File: src/logic/ccs_map.svh
`ifndef CCS_MAP_SVH
`define CCS_MAP_SVH

// Register byte offsets
`define CCS_ADDR_W 8
`define CCS_OFS_CTRL 8'h00
`define CCS_OFS_STATE 8'h04
`define CCS_OFS_INT_STAT 8'h08
`define CCS_OFS_INT_CLR 8'h0c
`define CCS_OFS_INT_EN 8'h10

// Control word layout
`define CCS_CTRL_RESET 16'h0000
`define CCS_CTRL_WMASK 16'hbfdf
`define CCS_OUTPUT_ENABLE_SYNC_BIT 15
`define CCS_STEER_HI 13
`define CCS_STEER_LO 8
`define CCS_GATE_HI 7
`define CCS_GATE_LO 6
`define CCS_AUX_HI 4
`define CCS_AUX_LO 3
`define CCS_CAPSEL_HI 2
`define CCS_CAPSEL_LO 0

// Capture gate modes
`define CCS_GM_LEVEL 2'h0
`define CCS_GM_ONESHOT_EN 2'h1
`define CCS_GM_ONESHOT_DIS 2'h2

// Auxiliary output select codes
`define CCS_AUX_OFF 2'h0
`define CCS_AUX_ROLL 2'h1
`define CCS_AUX_MODE 2'h2
`define CCS_AUX_EVENT 2'h3

// Capture source select codes
`define CCS_CAP_PIN 3'h0
`define CCS_CAP_CMP1 3'h1
`define CCS_CAP_CMP2 3'h2
`define CCS_CAP_CMP3 3'h3
`define CCS_CAP_LC1 3'h5
`define CCS_CAP_LC2 3'h6

// Interrupt status bits
`define CCS_INT_W 3
`define CCS_INT_CAPTURE 0
`define CCS_INT_DISABLE 1
`define CCS_INT_ROLL 2

// Synchroniser input layout: 8 gate sources, logic cell two, capture pin
`define CCS_SYNC_W 10
`define CCS_SYNC_LC2 8
`define CCS_SYNC_PIN 9

// Pin release state and gate enable field of the state register
`define CCS_PINS_RELEASED 6'h3f
`define CCS_GATE_EN_HI 15
`define CCS_GATE_EN_LO 8

`endif

File: src/logic/ccs_pkg.sv
`include "ccs_map.svh"

package ccs_pkg;

    typedef struct packed {
        logic output_enable_sync;
        logic [5:0] pin_steer_enables;
        logic [1:0] capture_gate_mode;
        logic [1:0] aux_output_select;
        logic [2:0] capture_source_select;
    } ccs_ctrl_t;

    // Bit 0 is comparator 1, bit 7 is fault input B
    typedef struct packed {
        logic fault_input_b;
        logic fault_input_a;
        logic logic_cell_one;
        logic cap5_compare;
        logic cap4_compare;
        logic cmp3;
        logic cmp2;
        logic cmp1;
    } ccs_src_t;

    typedef struct packed {
        logic [`CCS_ADDR_W-1:0] addr;
        logic [15:0] wdata;
        logic we;
        logic re;
    } ccs_bus_req_t;

endpackage

File: src/logic/ccs_sync.sv
module ccs_sync #(
    parameter int WIDTH = 10
) (
    // Clock and reset
    input wire logic sys_clk_i,
    input wire logic rst_i,
    // Asynchronous levels in, filtered levels out
    input wire logic [WIDTH-1:0] async_i,
    output logic [WIDTH-1:0] stable_o
);

    // Value accepted only once the second and third stages agree
    for (genvar i = 0; i < WIDTH; i++) begin : g_bit
        logic s1_q;
        logic s2_q;
        logic s3_q;
        logic out_q;
        always_ff @(posedge sys_clk_i or posedge rst_i) begin
            if (rst_i) begin
                s1_q <= 1'b0;
                s2_q <= 1'b0;
                s3_q <= 1'b0;
                out_q <= 1'b0;
            end else begin
                s1_q <= async_i[i];
                s2_q <= s1_q;
                s3_q <= s2_q;
                if (s2_q == s3_q) begin
                    out_q <= s3_q;
                end
            end
        end
        assign stable_o[i] = out_q;
    end

endmodule // ccs_sync

File: src/logic/ccs_ctrl.sv
// Implementation choices: the plain strobed port and the register offsets.
`include "ccs_map.svh"

// Operation
// - Gate enable bits 0-7: comparators 1-3, capture 4/5 compare, logic cell 1, faults A/B.
// - Each set steering bit drives its pin with the compare or PWM signal.
// - Each clear steering bit releases its pin to port logic.
// - Gate mode 10: gating source falling edge sets capture disable flag.
// - Gate mode 01: gating source rising edge clears capture disable flag.
// - Gate mode 00: capture allowed while gating source high, blocked while low.
// - Aux select: 00 off, 01 rollover, 10 mode signal, 11 capture/compare events.
// - Capture select 010 comparator 2, 011 comparator 3, 110 logic cell 2; 111 unused.
module ccs_ctrl (
    // Clock and reset
    input wire logic sys_clk_i,
    input wire logic rst_i,
    // Register port
    input wire logic [`CCS_ADDR_W-1:0] reg_addr_i,
    input wire logic [15:0] reg_wdata_i,
    input wire logic reg_we_i,
    input wire logic reg_re_i,
    output logic [15:0] reg_rdata_o,
    // Asynchronous sources
    input wire ccs_pkg::ccs_src_t gate_src_i,
    input wire logic logic_cell_two_i,
    input wire logic capture_pin_i,
    // Time base and engine signals
    input wire logic tb_reset_i,
    input wire logic tb_rollover_i,
    input wire logic pwm_i,
    input wire logic mode_signal_i,
    input wire logic compare_event_i,
    // Output pins
    output logic [5:0] compare_output_pin_o,
    output logic [5:0] compare_output_pin_oe_n_o,
    // Gating and capture
    output logic shutdown_gate_o,
    output logic capture_disable_flag_o,
    output logic capture_src_o,
    output logic capture_event_o,
    output logic aux_o,
    // Interrupt
    output logic irq_o
);

    ccs_pkg::ccs_ctrl_t ctrl_q;
    ccs_pkg::ccs_bus_req_t req;
    logic [`CCS_SYNC_W-1:0] stable;
    logic [7:0] src_s;
    logic [5:0] steer_act_q;
    logic [5:0] pin_q;
    logic [5:0] oe_n_q;
    logic gate_q;
    logic gate_prev_q;
    logic dis_q;
    logic cap_q;
    logic cap_prev_q;
    logic cap_evt_q;
    logic aux_q;
    logic [7:0] shutdown_en_q;
    logic [`CCS_INT_W-1:0] int_stat_q;
    logic [`CCS_INT_W-1:0] int_en_q;
    logic [`CCS_INT_W-1:0] int_evt;
    logic [15:0] rdata_q;
    logic [15:0] ctrl_rd;
    logic cap_mux;
    logic tb_evt;
    logic gate_rise;
    logic gate_fall;
    logic cap_rise;

    assign req = '{addr: reg_addr_i, wdata: reg_wdata_i, we: reg_we_i, re: reg_re_i};

    ccs_sync #(
        .WIDTH(`CCS_SYNC_W)
    ) u_sync (
        .sys_clk_i(sys_clk_i),
        .rst_i(rst_i),
        .async_i({capture_pin_i, logic_cell_two_i, gate_src_i}),
        .stable_o(stable)
    );

    assign src_s = stable[7:0];
    assign tb_evt = tb_reset_i | tb_rollover_i;
    assign gate_rise = gate_q & ~gate_prev_q;
    assign gate_fall = ~gate_q & gate_prev_q;
    assign cap_rise = cap_q & ~cap_prev_q;

    // reset to zero, reserved bits held at zero
    always_ff @(posedge sys_clk_i or posedge rst_i) begin
        if (rst_i) begin
            ctrl_q <= ccs_pkg::ccs_ctrl_t'($bits(ccs_pkg::ccs_ctrl_t)'(`CCS_CTRL_RESET));
        end else if (req.we && req.addr == `CCS_OFS_CTRL) begin
            ctrl_q.output_enable_sync <= req.wdata[`CCS_OUTPUT_ENABLE_SYNC_BIT];
            ctrl_q.pin_steer_enables <= req.wdata[`CCS_STEER_HI:`CCS_STEER_LO];
            ctrl_q.capture_gate_mode <= req.wdata[`CCS_GATE_HI:`CCS_GATE_LO];
            ctrl_q.aux_output_select <= req.wdata[`CCS_AUX_HI:`CCS_AUX_LO];
            ctrl_q.capture_source_select <= req.wdata[`CCS_CAPSEL_HI:`CCS_CAPSEL_LO];
        end
    end

    assign ctrl_rd = {ctrl_q.output_enable_sync, 1'b0, ctrl_q.pin_steer_enables,
                      ctrl_q.capture_gate_mode, 1'b0, ctrl_q.aux_output_select,
                      ctrl_q.capture_source_select};

    always_ff @(posedge sys_clk_i or posedge rst_i) begin
        if (rst_i) begin
            steer_act_q <= 6'h00;
        end else if (!ctrl_q.output_enable_sync || tb_evt) begin
            steer_act_q <= ctrl_q.pin_steer_enables;
        end
    end

    // steered pins carry the PWM signal
    always_ff @(posedge sys_clk_i or posedge rst_i) begin
        if (rst_i) begin
            pin_q <= 6'h00;
            oe_n_q <= `CCS_PINS_RELEASED;
        end else begin
            pin_q <= steer_act_q & {6{pwm_i}};
            oe_n_q <= ~steer_act_q;
        end
    end

    // gating source is OR of enabled sources
    always_ff @(posedge sys_clk_i or posedge rst_i) begin
        if (rst_i) begin
            gate_q <= 1'b0;
            gate_prev_q <= 1'b0;
        end else begin
            gate_q <= |(src_s & shutdown_en_q);
            gate_prev_q <= gate_q;
        end
    end

    // Gate enables live in the upper half of the state register
    always_ff @(posedge sys_clk_i or posedge rst_i) begin
        if (rst_i) begin
            shutdown_en_q <= 8'h00;
        end else if (req.we && req.addr == `CCS_OFS_STATE) begin
            shutdown_en_q <= req.wdata[`CCS_GATE_EN_HI:`CCS_GATE_EN_LO];
        end
    end

    // Capture disable flag per gate mode; reserved mode holds
    always_ff @(posedge sys_clk_i or posedge rst_i) begin
        if (rst_i) begin
            dis_q <= 1'b0;
        end else begin
            unique case (ctrl_q.capture_gate_mode)
                `CCS_GM_LEVEL: dis_q <= ~gate_q;
                `CCS_GM_ONESHOT_EN: if (gate_rise) begin
                    dis_q <= 1'b0;
                end
                `CCS_GM_ONESHOT_DIS: if (gate_fall) begin
                    dis_q <= 1'b1;
                end
                default: dis_q <= dis_q;
            endcase
        end
    end

    always_comb begin
        unique case (ctrl_q.capture_source_select)
            `CCS_CAP_PIN: cap_mux = stable[`CCS_SYNC_PIN];
            `CCS_CAP_CMP1: cap_mux = src_s[0];
            `CCS_CAP_CMP2: cap_mux = src_s[1];
            `CCS_CAP_CMP3: cap_mux = src_s[2];
            `CCS_CAP_LC1: cap_mux = src_s[5];
            `CCS_CAP_LC2: cap_mux = stable[`CCS_SYNC_LC2];
            default: cap_mux = 1'b0;
        endcase
    end

    always_ff @(posedge sys_clk_i or posedge rst_i) begin
        if (rst_i) begin
            cap_q <= 1'b0;
            cap_prev_q <= 1'b0;
            cap_evt_q <= 1'b0;
        end else begin
            cap_q <= cap_mux;
            cap_prev_q <= cap_q;
            cap_evt_q <= cap_rise & ~dis_q;
        end
    end

    always_ff @(posedge sys_clk_i or posedge rst_i) begin
        if (rst_i) begin
            aux_q <= 1'b0;
        end else begin
            unique case (ctrl_q.aux_output_select)
                `CCS_AUX_OFF: aux_q <= 1'b0;
                `CCS_AUX_ROLL: aux_q <= tb_rollover_i;
                `CCS_AUX_MODE: aux_q <= mode_signal_i;
                `CCS_AUX_EVENT: aux_q <= cap_evt_q | compare_event_i;
            endcase
        end
    end

    // Sticky status; a new event wins over a clear in the same cycle
    assign int_evt = {tb_rollover_i, gate_fall & ~dis_q &
                      (ctrl_q.capture_gate_mode == `CCS_GM_ONESHOT_DIS), cap_evt_q};
    always_ff @(posedge sys_clk_i or posedge rst_i) begin
        if (rst_i) begin
            int_stat_q <= '0;
            int_en_q <= '0;
        end else begin
            if (req.we && req.addr == `CCS_OFS_INT_EN) begin
                int_en_q <= req.wdata[`CCS_INT_W-1:0];
            end
            if (req.we && req.addr == `CCS_OFS_INT_CLR) begin
                int_stat_q <= (int_stat_q & ~req.wdata[`CCS_INT_W-1:0]) | int_evt;
            end else begin
                int_stat_q <= int_stat_q | int_evt;
            end
        end
    end

    // Read data valid only in the cycle after the strobe
    always_ff @(posedge sys_clk_i or posedge rst_i) begin
        if (rst_i) begin
            rdata_q <= 16'h0000;
        end else if (req.re) begin
            unique case (req.addr)
                `CCS_OFS_CTRL: rdata_q <= ctrl_rd;
                `CCS_OFS_STATE: rdata_q <= {shutdown_en_q, 2'h0, steer_act_q[5:0] & 6'h3f};
                `CCS_OFS_INT_STAT: rdata_q <= {13'h0000, int_stat_q};
                `CCS_OFS_INT_EN: rdata_q <= {13'h0000, int_en_q};
                default: rdata_q <= 16'h0000;
            endcase
        end else begin
            rdata_q <= 16'h0000;
        end
    end

    assign reg_rdata_o = rdata_q;
    assign compare_output_pin_o = pin_q;
    assign compare_output_pin_oe_n_o = oe_n_q;
    assign shutdown_gate_o = gate_q;
    assign capture_disable_flag_o = dis_q;
    assign capture_src_o = cap_q;
    assign capture_event_o = cap_evt_q;
    assign aux_o = aux_q;
    assign irq_o = |(int_stat_q & int_en_q);
endmodule // ccs_ctrl

File: config.mk
export PLATFORM = sky130hd
export DESIGN_NAME = ccs_ctrl
export DESIGN_NICKNAME = d
export VERILOG_FILES = /design/src/logic/ccs_pkg.sv /design/src/logic/ccs_sync.sv /design/src/logic/ccs_ctrl.sv
export VERILOG_INCLUDE_DIRS = /design/src /design/src/logic
export SDC_FILE = /design/constraint.sdc
export NUM_CORES = 1
export LEC_CHECK = 0
export BUFFER_PORTS_ARGS = -buffer_cell sky130_fd_sc_hd__buf_2
export CORE_ASPECT_RATIO = 0.9
export CORE_MARGIN = 3
export CORE_UTILIZATION = 30
export DETAILED_ROUTE_END_ITERATION = 12
export PLACE_DENSITY = 0.57
export SETUP_SLACK_MARGIN = 0.05
export SLEW_MARGIN = 10
export SYNTH_ARGS = -nofsm -noshare
export SYNTH_HDL_FRONTEND = slang
export SYNTH_SLANG_ARGS = --single-unit
File: constraint.sdc
create_clock -name sys_clk_i -period 6.4 [get_ports sys_clk_i]
set_clock_uncertainty 0.2 [all_clocks]
set_input_delay 0.32 -clock sys_clk_i [delete_from_list [all_inputs] [get_ports sys_clk_i]]
set_output_delay 0.32 -clock sys_clk_i [all_outputs]
set_load 0.1 [all_outputs]
* Word-level counts from Yosys, hierarchy flattened
Cells that the tools add are included.
** Word-level totals
- Word-level logic and storage cells :: 127
- Input port bits :: 43
- Output and inout bits :: 34
- Bits in registers :: 109
** Operators by class
- Reduce and logical (&&, ||, !) cells :: 14
- Bitwise gates (word level) :: 20
- Equal/unequal tests :: 26
- Multiplexer cells :: 8
** Operator list (count)
- $pmux W16 S4 :: 1
- $eq A8 B4 Y1 const B :: 2
- $mux W16 :: 1
- $eq A1 B1 Y1 :: 10
- $and A8 B8 Y8 :: 1
- $eq A8 B3 Y1 const B :: 1
- $eq A8 B5 Y1 const B :: 1
- $logic_not A8 Y1 :: 1
- $reduce_or A8 Y1 :: 1
- $and A1 B1 Y1 :: 6
- $and A3 B3 Y3 :: 2
- $and A6 B6 Y6 :: 1
- $eq A2 B2 Y1 const B :: 3
- $eq A3 B2 Y1 const B :: 2
- $eq A3 B3 Y1 const B :: 2
- $not A6 Y6 :: 1
- $or A3 B3 Y3 :: 2
- $pmux W1 S6 :: 1
- $eq A2 B1 Y1 const B :: 2
- $logic_and A1 B1 Y1 :: 4
- $logic_not A2 Y1 :: 2
- $ne A2 B2 Y1 const B :: 2
- $not A1 Y1 :: 4
- $pmux W1 S4 :: 1
- other kinds (12) :: 14

* Longest topological paths before layout
- Depth after elaboration :: 6
- Gate-level depth with buffers :: 5
- Gate-level depth less buffers :: 5

* Modules after synthesis
Synthesis repeated with hierarchy kept, for this count alone.
** Second synthesis, totals
- Cells, all modules :: 268
- Area, all modules :: 4011.3 sq um
** By module, submodules not included
- ccs_ctrl :: cells an instance 207, sequential area each 1734.2 sq um, area each 2819.0 sq um, times used 1
- ccs_sync :: cells an instance 61, sequential area each 1001.0 sq um, area each 1192.4 sq um, times used 1

* Least setup slack after synthesis
OpenSTA, ideal clock, no wires.
- Path kind :: input port to flip-flop
- From :: input reg_addr_i[1]
- To :: register shutdown_en_q[0]
- Library setup time :: 125 ps
- Path slack :: 4616 ps
- Buffers on the path :: 1
- Stages on the path :: 4
- Arrival time :: 1459 ps
- Data required time :: 6075 ps
- Path through :: nor4_4 > and3_1 > buf_4 > mux2_2
** Between the ends
- Word-level cells in the longest chain between the ends :: 2
** RTL lines
- start, declared :: RTL line ccs_ctrl.sv:18 : input wire logic [`CCS_ADDR_W-1:0] reg_addr_i,
- $eq A8 B3 Y1
- $logic_and A1 B1 Y1 (no source line)
- end signal, assigned :: RTL line ccs_ctrl.sv:141 : shutdown_en_q <= req.wdata[`CCS_GATE_EN_HI:`CCS_GATE_EN_LO];
- end, declared :: RTL line ccs_ctrl.sv:60 : logic [7:0] shutdown_en_q;
No other way between the ends.
A chain may end at the register's enable or synchronous reset.

* Worst setup path in the final report
- From :: register int_en_q[2]
- To :: output irq_o
** Between the ends
- Word-level cells in the longest chain between the ends :: 2
** RTL lines
- start, declared :: RTL line ccs_ctrl.sv:62 : logic [`CCS_INT_W-1:0] int_en_q;
- start signal, assigned :: RTL line ccs_ctrl.sv:209 : int_en_q <= req.wdata[`CCS_INT_W-1:0];
- $and A3 B3 Y3 :: RTL line ccs_ctrl.sv:244 : assign irq_o = |(int_stat_q & int_en_q);
- $reduce_or A3 Y1 :: RTL line ccs_ctrl.sv:244
- end, declared :: RTL line ccs_ctrl.sv:43 : output logic irq_o
No other way between the ends.

==> impl_metrics.ini <==
[min_path]
worstHoldPathCells = 2
worstHoldStart = reg_wdata_i[3]
hp-class = primary input to flop
hold_end = ctrl_q[3]

[power]
p_total_w = 0.00147
power_density_nw_per_um2 = 296
leakage_nw = 2.39
irDropWorstVdd_mv = 0.132

[synth]
synth_edf_count = 0
ys_async_sr_fraction = 1.00
synth_fp_nets = 301
synth_area_um2 = 3970
synth_top_area_frac = 0.649
avgSynthCellArea_um2 = 15.6
ys_seq_area_frac = 0.689
synthAdderAreaFrac = 0.0347
synthSimpleGateAreaFrac = 0.0832
synth_mux_area_frac = 0.134
syn_inst = 255
synth_most_common_cell = dfrtp_1
synth_top_flop_cell = dfrtp_1
ys_seq_elements = 109
yosys_warnings = 0
synth_top_cell_by_area = dfrtp_1
synth-compound-area-share = 0.0384
ys_top_cells_by_area = dfrtp_1, mux2_2, dfstp_2, mux2_4, maj3_1
synth_top_family_by_area = multiplexers
yosysUniqueCellTypes = 41
ys_top_cells_by_count = dfrtp_1, mux2_2, inv_1, nor2_1
yosys.area_share.xor_xnor = 0

[floorplanning]
fp-row-count = 39
ios = 77
dieArea_um2 = 14700
core_area_um2 = 12800
die_y_um = 115
dieWidth_um = 127
start_util = 0.309

[clocking]
clk_latency_ns = 0.34
post_cts_buffers = 0
cts_tree = built
cts_buffer_depth = 2
path_clk_slew_ns = 0.07
cts_made_buffers = 9
h-tree-depth = 3
clkSinkCount = 109
cts_root_buffer = clkbuf_16

[global_route]
grt_usage = 0.117
grt.busiest_layer = met2
grtUsageMet3 = 0.0511
grt_pass1_vias = 2488
grt_remaining_overflow = 0
antenna_found_initial = 0
grt_pass1_wl_um = 13000
use_met2 = 0.184
use_met1 = 0.147
grt_max_degree = 76

[flow_run]
max_cap_violations = 0

[detailed_routing]
post_drt_wl_per_cell_um = 15.3
drtPass1Iterations = 4
num_vias = 2298
drt.antenna.violating_nets = 0
drtIter0Drc = 109
drt_wl_total_um = 7910
via_per_inst = 4.44
drc = 0

[timing]
worst_pin_slew_ns = 0.921
finalMaxSlewViolations = 0
post-route-period-util = 0.323
max_freq_mhz = 483
fin_setup_tns_ns = 0
slew_headroom = 0.386
rsz0062_at_grt = false
holdWs_ns = 0.0181
period_needed_ns = 2.07
hold_viol = 0
setup_viol = 0

[final_layout]
fin_cells = 518
regArea_um2 = 2740
multi_input_comb_area_um2 = 1150
drive_gt1_frac = 0.387
num_antenna_cells = 0
layout.nets = 395
area_growth_syn_to_layout_pct = 24.9
fillCellCount = 1207

[setup_path]
cp.required_ns = 5.88
r2r_start = ctrl_q[5]
worstSetupStartpointType = flop
reg2reg_depth = 5
cp.arrival_ns = 1.55
rrSetupSlack_ns = 4.85
path_max_fanout = 3
worstSetupPathType = flop to primary output
cp-end-kind = primary output
r2r-end = capture_disable_flag_o

[placement]
dp_hpwl_um = 5650
gp_congestion = 0.767
dpl.cell_count = 489
io_buffers = 75

[outcome]
outcome = complete, no violations
## what timing repair did
action,4_1_cts,5_1_grt
endpoints found under the hold margin,46,0
resized for setup,0,0
hold buffers,13,0
## critical path: stages, from the launching register on
cell      delay [ns]
dfrtp_1         0.42
a222oi_1        0.42
inv_1           0.07
buf_2           0.30
## sequential cells by signal (all words and copies together), names as in the netlist
name,flops
capture_disable_flag_o,1
capture_src_o,1
reg_rdata_o,16
ctrl_q,14
aux_o,1
compare_output_pin_o,6
capture_event_o,1
u_sync.g_bit.s1_q,10
shutdown_gate_o,1
shutdown_en_q,8
compare_output_pin_oe_n_o,6
u_sync.g_bit.s2_q,10
gate_prev_q,1
cap_prev_q,1
u_sync.g_bit.s3_q,10
u_sync.g_bit.out_q,10
int_en_q,3
steer_act_q,6
int_stat_q,3
## layer usage
| layer | wire (um) | vias to the layer above |
|---|---|---|
| li1 | - | 1089 |
| met1 | 3470 | 1132 |
| met2 | 3760 | 66 |
| met3 | 573 | 11 |
| met4 | 102 | 0 |
| met5 | 0 | - |
## power breakdown
part | switching (W) | total (W) | internal (W)
registers | 0.0000292 | 0.000757 | 0.000728
logic | 0.000108 | 0.000157 | 0.0000493
clock network | 0.000241 | 0.000555 | 0.000315
total | 0.000377 | 0.00147 | 0.00109
## layout make-up
class	instances	area share
Sequential cell	109	0.552
Clock inverter	5	0.0121
Clock buffer	11	0.0490
Tap cell	164	0.0414
Multi-Input combinational cell	128	0.233
Timing Repair Buffer	89	0.103
Inverter	12	0.00959
## placed cells by master, fill, tap and decap left out, types with 2 or more instances in the layout
master	netlist	routed
nand2_1	4	4
clkbuf_16	0	9
o221ai_1	2	2
maj3_1	10	10
nor3_1	2	2
clkinv_4	0	2
buf_2	2	75
and2_1	6	6
mux2_4	10	10
dlygate4sd3_1	0	13
a21o_1	3	3
a21oi_1	3	3
nor2_1	12	12
a221oi_1	2	2
mux2_2	24	24
nand3b_1	3	3
o21ai_0	2	2
inv_1	12	11
mux2i_1	9	9
nor3b_2	2	2
and3_1	3	3
dfstp_2	6	6
nand4_1	5	5
nor2b_1	3	3
a22oi_1	4	4
nor4b_1	3	3
ha_1	3	3
a211oi_1	2	2
dfrtp_1	103	103
## logic make-up after synthesis
kind of cell,after synthesis
and+or+nand+nor,50
muxes,44
AOI/OAI and AO/OA,21
buffers and inverters,18
adders and majority gates,13
DFF,109
## worst max-delay path by stage
| stage | slack, ns | depth (start not counted) | from | end |
|---|---|---|---|---|
| 6_report | 4.33 | 3 | int_en_q[2] | irq_o |
| 2_1_floorplan | 3.02 | 1 | rst_i | aux_o |
| 5_1_grt | 4.15 | 4 | rst_i | reg_rdata_o[7] |
| 3_3_place_gp | 4.11 | 4 | reg_addr_i[1] | reg_rdata_o[6] |
| 4_1_cts | 4.32 | 4 | rst_i | compare_output_pin_o[5] |
| 3_5_place_dp | 4.07 | 4 | reg_addr_i[1] | reg_rdata_o[6] |
## stage by stage
stage	setup slack, ns	instance area (um2)	utilization
global route	4.15	4960	0.386
CTS	4.32	4960	0.386
global placement	4.11	4520	0.353
detailed placement	4.07	4520	0.353
finish	4.33	4960	0.386
floorplan	3.02	3970	-
Power figures use the tool's default switching activity.
